==> config.mk <==
export PLATFORM = sky130hd
export DESIGN_NAME = bus_cycle_ctrl
export DESIGN_NICKNAME = d
export VERILOG_FILES = /design/src/core/bus_cycle_pkg.sv /design/src/core/bus_cycle_ctrl.sv
export SDC_FILE = /design/constraint.sdc
export NUM_CORES = 1
export LEC_CHECK = 0
export BUFFER_PORTS_ARGS = -buffer_cell sky130_fd_sc_hd__buf_2
export CAP_MARGIN = 0
export CORE_UTILIZATION = 43
export DETAILED_ROUTE_END_ITERATION = 12
export HOLD_SLACK_MARGIN = 0.06
export PLACE_DENSITY_LB_ADDON = 0.12
export SYNTH_ARGS = -nofsm -noshare
export SYNTH_HDL_FRONTEND = slang
export SYNTH_SLANG_ARGS = --single-unit
==> constraint.sdc <==
create_clock -name clk_sys -period 4.8 [get_ports clk_sys]
set_input_delay 0.48 -clock clk_sys [delete_from_list [all_inputs] [get_ports clk_sys]]
set_output_delay 0.48 -clock clk_sys [all_outputs]
set_load 0.005 [all_outputs]
==> src/core/bus_cycle_pkg.sv <==
// shared constants and types for the local bus cycle controller
package bus_cycle_pkg;
   // reserved coprocessor i/o ports
   localparam logic [23:0] CP_PORT_CMD = 24'h0000f8;
   localparam logic [23:0] CP_PORT_DATA = 24'h0000fa;
   localparam logic [23:0] CP_PORT_STAT = 24'h0000fc;
   // prefetch queue geometry
   localparam int QUEUE_BYTES = 6;
   localparam logic [2:0] PF_MIN_FREE = 3'h2;
   // idle processor cycles between the two acknowledge operations
   localparam int INTERRUPT_ACK_CYCLE_GAP_CYC = 3;
   // clocks after reset release during which hold must stay low (far side)
   localparam int RESET_HOLD_CLKS = 34;
   // exception number raised past the code segment end
   localparam logic [7:0] EXC_GP = 8'h0d;
   // status line encodings, active low, cycle type shown only in the status state, STAT_NONE otherwise
   localparam logic [1:0] STAT_INTERRUPT_ACK_CYCLE = 2'h0;
   localparam logic [1:0] STAT_READ = 2'h1;
   localparam logic [1:0] STAT_WRITE = 2'h2;
   localparam logic [1:0] STAT_NONE = 2'h3;
   localparam logic [1:0] GAP_W = 2'h2;
   typedef enum logic [2:0] {
      s_idle, s_status, s_cmd, s_hold_ti, s_hold, s_gap
   } bus_state_t;
   typedef enum logic [2:0] {
      src_none, src_data, src_esc, src_cp, src_pf, src_interrupt_ack_cycle, src_hold
   } src_t;
endpackage

==> src/core/bus_cycle_ctrl.sv <==
// local bus cycle controller: status/command, hold, lock, prefetch, coprocessor, acknowledge
`timescale 1ns/1ps
module bus_cycle_ctrl
   import bus_cycle_pkg::*;
#(
   parameter int QUEUE_SIZE = QUEUE_BYTES,
   parameter int GAP_CYCLES = INTERRUPT_ACK_CYCLE_GAP_CYC
)(
   input wire logic clk_sys,
   input wire logic rst_b,
   input wire logic ready_b,
   input wire logic hold_req,
   input wire logic interrupt_request,
   input wire logic req_valid,
   input wire logic req_write,
   input wire logic req_io,
   input wire logic req_byte,
   input wire logic req_lock,
   input wire logic req_lock_drop,
   input wire logic [23:0] req_addr,
   input wire logic [15:0] req_wdata,
   input wire logic esc_valid,
   input wire logic esc_port_sel,
   input wire logic esc_write,
   input wire logic [15:0] esc_wdata,
   input wire logic coproc_operand_request,
   input wire logic coproc_escape_op,
   input wire logic cp_store,
   input wire logic [23:0] cp_mem_addr,
   input wire logic emulation_bit,
   input wire logic task_switched_bit,
   input wire logic [1:0] q_take,
   input wire logic ctl_xfer,
   input wire logic [23:0] ctl_target,
   input wire logic pf_halt_stop,
   input wire logic prot_mode,
   input wire logic [23:0] cs_last_addr,
   input wire logic exec_valid,
   input wire logic [23:0] exec_addr,
   input wire logic [15:0] data_in,
   output logic [23:0] bus_addr,
   output logic addr_oe,
   output logic [15:0] data_out,
   output logic data_oe,
   output logic [1:0] status_b,
   output logic status_oe,
   output logic mem_io,
   output logic interrupt_ack_cycle,
   output logic transfer_direction,
   output logic lock_b,
   output logic lock_oe,
   output logic hold_grant,
   output logic req_ready,
   output logic esc_ready,
   output logic [15:0] rd_data,
   output logic rd_valid,
   output logic [15:0] fetch_data,
   output logic fetch_valid,
   output logic fetch_byte,
   output logic [7:0] vector,
   output logic vector_valid,
   output logic gp_fault
);

   generate
      if (QUEUE_SIZE < 2 || QUEUE_SIZE > 7) begin : g_bad_q
         $error("queue size must lie in 2..7");
      end
      if (GAP_CYCLES < 1 || GAP_CYCLES > 4) begin : g_bad_gap
         $error("gap cycles must lie in 1..4");
      end
   endgenerate

   bus_state_t state_ff, nxt_state;
   src_t sel, cur_src_ff;
   logic ph2_ff, lock_ff, first_tc_ff, inta2_ff, wr_tail_ff;
   logic cur_write_ff, cur_io_ff, cur_byte_ff, cur_drop_ff, cur_stale_ff, cur_hi_ff;
   logic [15:0] cur_wdata_ff, data_out_ff, cp_data_ff;
   logic [23:0] addr_ff, pf_addr_ff;
   logic [1:0] gap_cnt_ff, cp_step_ff;
   logic [2:0] q_cnt_ff;
   logic pf_stop_ff;

   // processor cycle ends on every phase-two clock
   wire adv = ph2_ff;
   wire cmd_end = state_ff == s_cmd && !ready_b;
   wire inta1_end = cmd_end && cur_src_ff == src_interrupt_ack_cycle && !inta2_ff;
   wire cyc_end = adv && cmd_end;
   wire free = adv && (state_ff == s_idle || (cmd_end && !inta1_end));
   wire gap_done = adv && state_ff == s_gap && gap_cnt_ff == 2'h0;

   // request qualification
   wire cp_ok = !emulation_bit && !task_switched_bit;
   wire cp_go = coproc_operand_request && coproc_escape_op && cp_ok;
   wire esc_go = esc_valid && cp_ok;
   wire [2:0] q_free = 3'(QUEUE_SIZE) - q_cnt_ff;
   wire pf_in_lim = !prot_mode || pf_addr_ff <= cs_last_addr;
   wire pf_go = !pf_stop_ff && q_free >= PF_MIN_FREE && pf_in_lim;

   // bus usage priority
   always_comb begin
      sel = src_none;
      if (lock_ff && req_valid) begin
         sel = src_data;
      end else if (cp_step_ff != 2'h0) begin
         sel = src_cp;
      end else if (hold_req && !lock_ff) begin
         sel = src_hold;
      end else if (interrupt_request && !lock_ff) begin
         sel = src_interrupt_ack_cycle;
      end else if (cp_go) begin
         sel = src_cp;
      end else if (esc_go) begin
         sel = src_esc;
      end else if (req_valid) begin
         sel = src_data;
      end else if (pf_go && !lock_ff) begin
         sel = src_pf;
      end
   end

   wire launch = free && sel != src_none && sel != src_hold;
   wire hold_go = free && sel == src_hold;
   assign req_ready = launch && sel == src_data;
   assign esc_ready = launch && sel == src_esc;

   // coprocessor operand step decode
   wire cp_odd = cp_mem_addr[0];
   wire [1:0] cp_mops = cp_odd ? 2'h2 : 2'h1;
   wire cp_port = cp_store ? cp_step_ff == 2'h0 : cp_step_ff == cp_mops;
   wire [1:0] cp_m = cp_store ? cp_step_ff - 2'h1 : cp_step_ff;
   wire cp_last = cp_step_ff == cp_mops;
   wire [23:0] cp_maddr = cp_mem_addr + {23'h0, cp_m[0]};
   wire [7:0] cp_bsel = cp_m[0] ? cp_data_ff[15:8] : cp_data_ff[7:0];
   wire [15:0] cp_wdata = (!cp_port && cp_odd) ? {cp_bsel, cp_bsel} : cp_data_ff;
   wire cp_wr = cp_port ? !cp_store : cp_store;

   // fields of the operation about to start
   wire is_d = sel == src_data;
   wire is_e = sel == src_esc;
   wire is_c = sel == src_cp;
   wire is_i = sel == src_interrupt_ack_cycle;
   wire nx_write = is_d ? req_write : is_e ? esc_write : is_c && cp_wr;
   wire nx_io = is_d ? req_io : is_e || (is_c && cp_port);
   wire nx_byte = is_d ? req_byte : is_c ? !cp_port && cp_odd : sel == src_pf && pf_addr_ff[0];
   wire [23:0] esc_addr = esc_port_sel ? CP_PORT_STAT : CP_PORT_CMD;
   wire [23:0] cp_addr = cp_port ? CP_PORT_DATA : cp_maddr;
   wire [23:0] nx_addr = is_d ? req_addr : is_e ? esc_addr : is_c ? cp_addr : pf_addr_ff;
   wire [15:0] nx_wdata = is_d ? req_wdata : is_e ? esc_wdata : cp_wdata;
   wire nx_lock = is_d ? req_lock : is_i;
   wire nx_drop = is_d ? req_lock_drop : is_i;
   wire [2:0] pf_bytes = pf_addr_ff[0] ? 3'h1 : 3'h2;
   wire pf_launch = launch && sel == src_pf;

   // bus state sequence, stepped once per processor cycle
   always_comb begin
      nxt_state = state_ff;
      case (state_ff)
         s_idle: begin
            if (launch) begin
               nxt_state = s_status;
            end else if (hold_go) begin
               nxt_state = s_hold;
            end
         end
         s_status: begin
            nxt_state = s_cmd;
         end
         s_cmd: begin
            if (cmd_end) begin
               if (inta1_end) begin
                  nxt_state = s_gap;
               end else if (launch) begin
                  nxt_state = s_status;
               end else if (hold_go) begin
                  nxt_state = cur_write_ff ? s_hold_ti : s_hold;
               end else begin
                  nxt_state = s_idle;
               end
            end
         end
         s_hold_ti: begin
            nxt_state = s_hold;
         end
         s_hold: begin
            if (!hold_req) begin
               nxt_state = s_idle;
            end
         end
         s_gap: begin
            if (gap_cnt_ff == 2'h0) begin
               nxt_state = s_status;
            end
         end
         default: begin
            nxt_state = s_idle;
         end
      endcase
   end

   // phase and state registers
   always_ff @(posedge clk_sys or negedge rst_b) begin
      if (!rst_b) begin
         ph2_ff <= 1'b0;
         state_ff <= s_idle;
         first_tc_ff <= 1'b0;
         wr_tail_ff <= 1'b0;
      end else begin
         ph2_ff <= !ph2_ff;
         if (adv) begin
            state_ff <= nxt_state;
            first_tc_ff <= state_ff == s_status;
            wr_tail_ff <= cmd_end && cur_write_ff;
         end
      end
   end

   // lock: set at the status state, dropped after the first command state
   wire drop_now = adv && state_ff == s_cmd && first_tc_ff && cur_drop_ff;
   always_ff @(posedge clk_sys or negedge rst_b) begin
      if (!rst_b) begin
         lock_ff <= 1'b0;
      end else if (launch) begin
         lock_ff <= nx_lock;
      end else if (gap_done) begin
         lock_ff <= 1'b1;
      end else if (drop_now) begin
         lock_ff <= 1'b0;
      end
   end

   // current operation latched when it starts
   always_ff @(posedge clk_sys or negedge rst_b) begin
      if (!rst_b) begin
         cur_src_ff <= src_none;
         cur_write_ff <= 1'b0;
         cur_io_ff <= 1'b0;
         cur_byte_ff <= 1'b0;
         cur_drop_ff <= 1'b0;
         cur_hi_ff <= 1'b0;
         cur_wdata_ff <= 16'h0;
         addr_ff <= 24'h0;
      end else if (launch) begin
         cur_src_ff <= sel;
         cur_write_ff <= nx_write;
         cur_io_ff <= nx_io;
         cur_byte_ff <= nx_byte;
         cur_drop_ff <= nx_drop;
         cur_hi_ff <= cp_m[0] && !cp_port;
         cur_wdata_ff <= nx_wdata;
         addr_ff <= nx_addr;
      end else if (gap_done) begin
         cur_drop_ff <= 1'b1;
      end
   end

   // acknowledge sequence: gap counter and second-cycle marker
   always_ff @(posedge clk_sys or negedge rst_b) begin
      if (!rst_b) begin
         gap_cnt_ff <= 2'h0;
         inta2_ff <= 1'b0;
      end else if (adv) begin
         if (inta1_end) begin
            gap_cnt_ff <= 2'(GAP_CYCLES - 1);
         end else if (state_ff == s_gap && gap_cnt_ff != 2'h0) begin
            gap_cnt_ff <= gap_cnt_ff - 2'h1;
         end
         if (gap_done) begin
            inta2_ff <= 1'b1;
         end else if (launch || hold_go) begin
            inta2_ff <= 1'b0;
         end
      end
   end

   // write data loaded on entry to phase two of the status state
   always_ff @(posedge clk_sys or negedge rst_b) begin
      if (!rst_b) begin
         data_out_ff <= 16'h0;
      end else if (state_ff == s_status && !ph2_ff && cur_write_ff) begin
         data_out_ff <= cur_wdata_ff;
      end
   end

   // coprocessor operand steps and data capture
   always_ff @(posedge clk_sys or negedge rst_b) begin
      if (!rst_b) begin
         cp_step_ff <= 2'h0;
         cp_data_ff <= 16'h0;
      end else begin
         if (launch && is_c) begin
            cp_step_ff <= cp_last ? 2'h0 : cp_step_ff + 2'h1;
         end
         if (cyc_end && cur_src_ff == src_cp && !cur_write_ff) begin
            if (!cur_byte_ff) begin
               cp_data_ff <= data_in;
            end else if (cur_hi_ff) begin
               cp_data_ff[15:8] <= data_in[7:0];
            end else begin
               cp_data_ff[7:0] <= data_in[15:8];
            end
         end
      end
   end

   // prefetch queue accounting, counting bytes in flight
   wire [2:0] q_add = pf_launch ? pf_bytes : 3'h0;
   always_ff @(posedge clk_sys or negedge rst_b) begin
      if (!rst_b) begin
         q_cnt_ff <= 3'h0;
         pf_addr_ff <= 24'h0;
         pf_stop_ff <= 1'b0;
         cur_stale_ff <= 1'b0;
      end else if (ctl_xfer) begin
         q_cnt_ff <= 3'h0;
         pf_addr_ff <= ctl_target;
         pf_stop_ff <= pf_halt_stop; // a stop decoded in the same cycle wins
         cur_stale_ff <= 1'b1;
      end else begin
         q_cnt_ff <= q_cnt_ff + q_add - {1'b0, q_take};
         if (pf_launch) begin
            pf_addr_ff <= pf_addr_ff + {21'h0, pf_bytes};
            cur_stale_ff <= 1'b0;
         end
         if (pf_halt_stop) begin
            pf_stop_ff <= 1'b1;
         end
      end
   end

   // read results, fetched code, vector and execution limit fault
   wire rd_done = cyc_end && !cur_write_ff;
   always_ff @(posedge clk_sys or negedge rst_b) begin
      if (!rst_b) begin
         rd_data <= 16'h0;
         rd_valid <= 1'b0;
         fetch_data <= 16'h0;
         fetch_valid <= 1'b0;
         fetch_byte <= 1'b0;
         vector <= 8'h0;
         vector_valid <= 1'b0;
         gp_fault <= 1'b0;
      end else begin
         rd_valid <= rd_done && (cur_src_ff == src_data || cur_src_ff == src_esc);
         fetch_valid <= rd_done && cur_src_ff == src_pf && !cur_stale_ff && !ctl_xfer;
         vector_valid <= rd_done && cur_src_ff == src_interrupt_ack_cycle && inta2_ff;
         gp_fault <= exec_valid && prot_mode && exec_addr > cs_last_addr;
         if (rd_done) begin
            rd_data <= data_in;
            fetch_data <= data_in;
            fetch_byte <= cur_byte_ff;
            if (inta2_ff) begin
               vector <= data_in[7:0];
            end
         end
      end
   end

   // pin drive
   wire in_cyc = state_ff == s_status || state_ff == s_cmd;
   wire in_hold = state_ff == s_hold;
   wire addr_float = state_ff == s_gap || (inta2_ff && (state_ff == s_status ||
      (state_ff == s_cmd && first_tc_ff)));
   wire wr_drive = cur_write_ff && ((state_ff == s_status && ph2_ff) || state_ff == s_cmd);
   assign data_oe = !in_hold && (wr_drive || (wr_tail_ff && !ph2_ff));
   assign data_out = data_out_ff;
   assign bus_addr = addr_ff;
   assign addr_oe = !in_hold && !addr_float;
   assign status_oe = !in_hold;
   assign lock_oe = !in_hold;
   assign lock_b = !lock_ff;
   assign hold_grant = in_hold;
   assign transfer_direction = !(in_cyc && !cur_write_ff);
   assign interrupt_ack_cycle = in_cyc && cur_src_ff == src_interrupt_ack_cycle;
   assign mem_io = !cur_io_ff;

   // status lines carry the cycle type only in the status state
   wire [1:0] cyc_stat = cur_src_ff == src_interrupt_ack_cycle ? STAT_INTERRUPT_ACK_CYCLE :
      cur_write_ff ? STAT_WRITE : STAT_READ;
   assign status_b = state_ff == s_status ? cyc_stat : STAT_NONE;

endmodule

==> impl_metrics.toml <==
[outcome]
outcome = "completed"

[timing]
setup_slack_ns = 0.786
relSlewSlack_pct = 34.6
grt_setup_unrepaired = "false"
finalSetupViolCount = 0
min_period_ns = 4.01
fin_crit_sh_pct = 83.6
setup_tns_ns = 0
max_freq_mhz = 249
fin_hold_ws_ns = 0.0300
fin_skew_ns = 0.0136
tightest_slew_ns = 0.973
slew_viol_final = 0
hold_viol = 0

[cts]
htreeDepth = 4
cts_hold_buf = 0
cts_made_buffers = 17
cts_tree = "built"
clk_latency_ns = 0.44
cts_sinks = 150
clockBufferDepth = 2
cts-root-buf = "clkbuf_16"
cts_setup_buffers = 0
postCtsResizedCells = 0
path_clk_slew_ns = 0.07

[detailed_routing]
drt_drc_violations_left = 0
drt_iter0_markers = 547
finalWirelength_mm = 29.2
wl_per_cell_um = 18.4
ant_nets = 0
dr.pass1.iters = 5
avgViaCountPerCell = 5.54
vias = 8801

[finish]
final_cell_count_no_fill = 1588
layout.nets = 1550
final-seq-area_um2 = 3750
drive_gt1_share_pct = 29.8
fillerInstances = 2044
multi_input_comb_area_um2 = 5230
stdcell_area_um2 = 11700
syn_to_final_growth_pct = 23.3

[global_routing]
use_met1_pct = 36.7
grt_pass1_wl_mm = 45.9
grt_max_degree = 71
grtUsageMet3_pct = 4.94
gr-max-usage-layer = "met2"
grt_usage_pct = 26.5
grt.overflow.total = 0
antenna_found_initial = 2
grt_use_met2_pct = 41.7
grt_pass1_vias = 8474

[logic_synthesis]
ys_async_sr_fraction_pct = 100
synth.area.top_cells = "dfrtp_1 40%, ha_1 7.8%, mux2_2 5.9%"
synth.avg_cell_area_um2 = 9.11
synth_commonest_cells = "150 x dfrtp_1, 147 x nand2_1, 105 x o21ai_0"
yosysWarnings = 0
syn_nets = 1294
syn_area_um2 = 9470
yosys_register_bits = 150
synth_flop_cell = "dfrtp_1"
yosysTopAreaCellShare_pct = 39.6
synth_enable_flop_cells = 0
yosys.area.top_type = "dfrtp_1"
ys_types = 66
postSynthCellCount = 1040
yosysMostFrequentCell = "dfrtp_1"
seq_area_frac_synth_pct = 39.6

[power_and_ir_drop]
ir_worst_vdd_mv = 0.257
pwr_density_cell_nw_per_um2 = 497
power.static_leakage_nw = 5.86

[floorplanning]
fp.dieW_um = 150
die_h_um = 150
rows = 53
io_pins = 291
start_util_pct = 44.5
fp.coreArea_um2 = 21300
dieArea_um2 = 22600

[placed_design]
globalplace.congestion = 0.878
dpl_cell_area_um2 = 11100
dpl.hpwl_mm = 22.5
dp.cells = 1552
port_buffers = 290
dp_slack_ns = 0.782

[setup_path]
slowest_stage = "nor4_1"
path_buf_inv = 1
path_max_fanout = 4
crit_type = "flop to output pin"
crit_chain = "ha_1 > and4_1 > nand2_1 > nor4_1 > o2111ai_1 > a21oi_1 > o21ai_0 > nand2b_1 > nor2_1 > buf_2"
end_kind = "output pin"
max_stage_delay_ns = 0.64
start_kind = "flop"
critical_path_arrival_ns = 3.53
crit_required_ns = 4.32
cpLargestDelayFamily = "simple AND/OR/NAND/NOR gates"

[min_path]
hold_class = "input pin to async pin"

[job]
drv_cap = 0
==> flip-flops by register name, summed over array words and instances, names as in the netlist, 2 cells and up <==
signal and flops:
cur_src_ff 3, cp_step_ff 2, vector 8, pf_addr_ff 24
bus_addr 24, state_ff 3, fetch_data 16, gap_cnt_ff 2
cur_wdata_ff 16, cp_data_ff 16, data_out 16, q_cnt_ff 3
==> final timing paths <==
path | from | to | slack [ns] | cells past startpoint
max reg2reg | cp_step_ff[0]$_DFFE_PN0P_ | q_cnt_ff[2]$_DFF_PN0_ | 0.81 | 13
min in group clk_sys | pf_halt_stop | pf_stop_ff$_DFFE_PN0P_ | 0.22 | 2
max in group asynchronous | rst_b | cur_wdata_ff[11]$_DFFE_PN0P_ | 3.64 | 2
max | pf_addr_ff[22]$_DFFE_PN0P_ | req_ready | 0.79 | 10
min reg2reg | cur_wdata_ff[6]$_DFFE_PN0P_ | cur_wdata_ff[6]$_DFFE_PN0P_ | 0.47 | 2
min | rst_b | bus_addr[13]$_DFFE_PN0P_ | 0.03 | 1
==> kinds of logic after synthesis <==
family	after synthesis	share of synthesized area, %
buffers and inverters	115	5.24
XOR/XNOR	46	4.25
AO/OA/AOI/OAI	242	16.0
flip-flops	150	39.6
multiplexers	84	9.54
AND/OR/NAND/NOR	342	17.2
adder cells (fa/ha/maj)	61	8.22
==> stage by stage <==
| step | power, mW | utilization (%) |
|---|---|---|
| 3_5_place_dp | 4.46 | 52.0 |
| 5_1_grt | 6.24 | 54.9 |
| 2_1_floorplan | 3.56 | - |
| 3_3_place_gp | 4.41 | 52.0 |
| 6_report | 5.80 | 54.9 |
| 4_1_cts | 5.84 | 54.8 |
==> cell type report <==
type	instances	share of cell area (%)
multi-input combinational	775	44.8
sequential	150	32.1
timing repair buffer	303	13.4
clock buffer	18	3.76
tap	275	2.95
inverter	49	1.57
clock inverter	14	1.33
antenna	4	0.0857
==> worst reg2reg max path: cells and delay by family, from the launching register on <==
family | cells | cell delay, ns
fa+ha+maj | 3 | 1.25
buf+inv | 2 | 0.32
xor+xnor | 2 | 0.31
flops | 1 | 0.43
simple gates | 5 | 1.31
compound gates | 1 | 0.23
==> layer usage <==
metal  wire (um)  vias up
met5           0        -
met4         437        0
met3        1910       26
met2       13500      305
met1       13300     4219
li1            -     4251
==> power breakdown <==
part	internal [mW]	switching, mW	total [mW]	leakage [nW]
sequential	1.68	0.348	2.03	1.91
clock	0.754	0.613	1.37	0.292
combinational	1.06	1.34	2.41	3.65
total	3.50	2.31	5.80	5.86
==> layout by cell type (no fill, tap or decap), drive strengths merged, types with 10 or more instances in the layout <==
master / Yosys / layout
a21o: 10 / 10
a21oi: 37 / 37
a22oi: 14 / 14
and3: 12 / 12
buf: 20 / 303
clkbuf: 46 / 18
dfrtp: 150 / 150
ha: 59 / 59
inv: 48 / 57
mux2: 50 / 50
mux2i: 34 / 34
nand2: 147 / 147
nand3: 37 / 37
nand4: 18 / 18
nor2: 48 / 48
nor2b: 10 / 10
nor3: 14 / 14
nor4: 18 / 18
o21ai: 107 / 107
o221ai: 16 / 16
xnor2: 25 / 25
xor2: 21 / 21
Note: power is estimated with default switching activity, not from simulation.
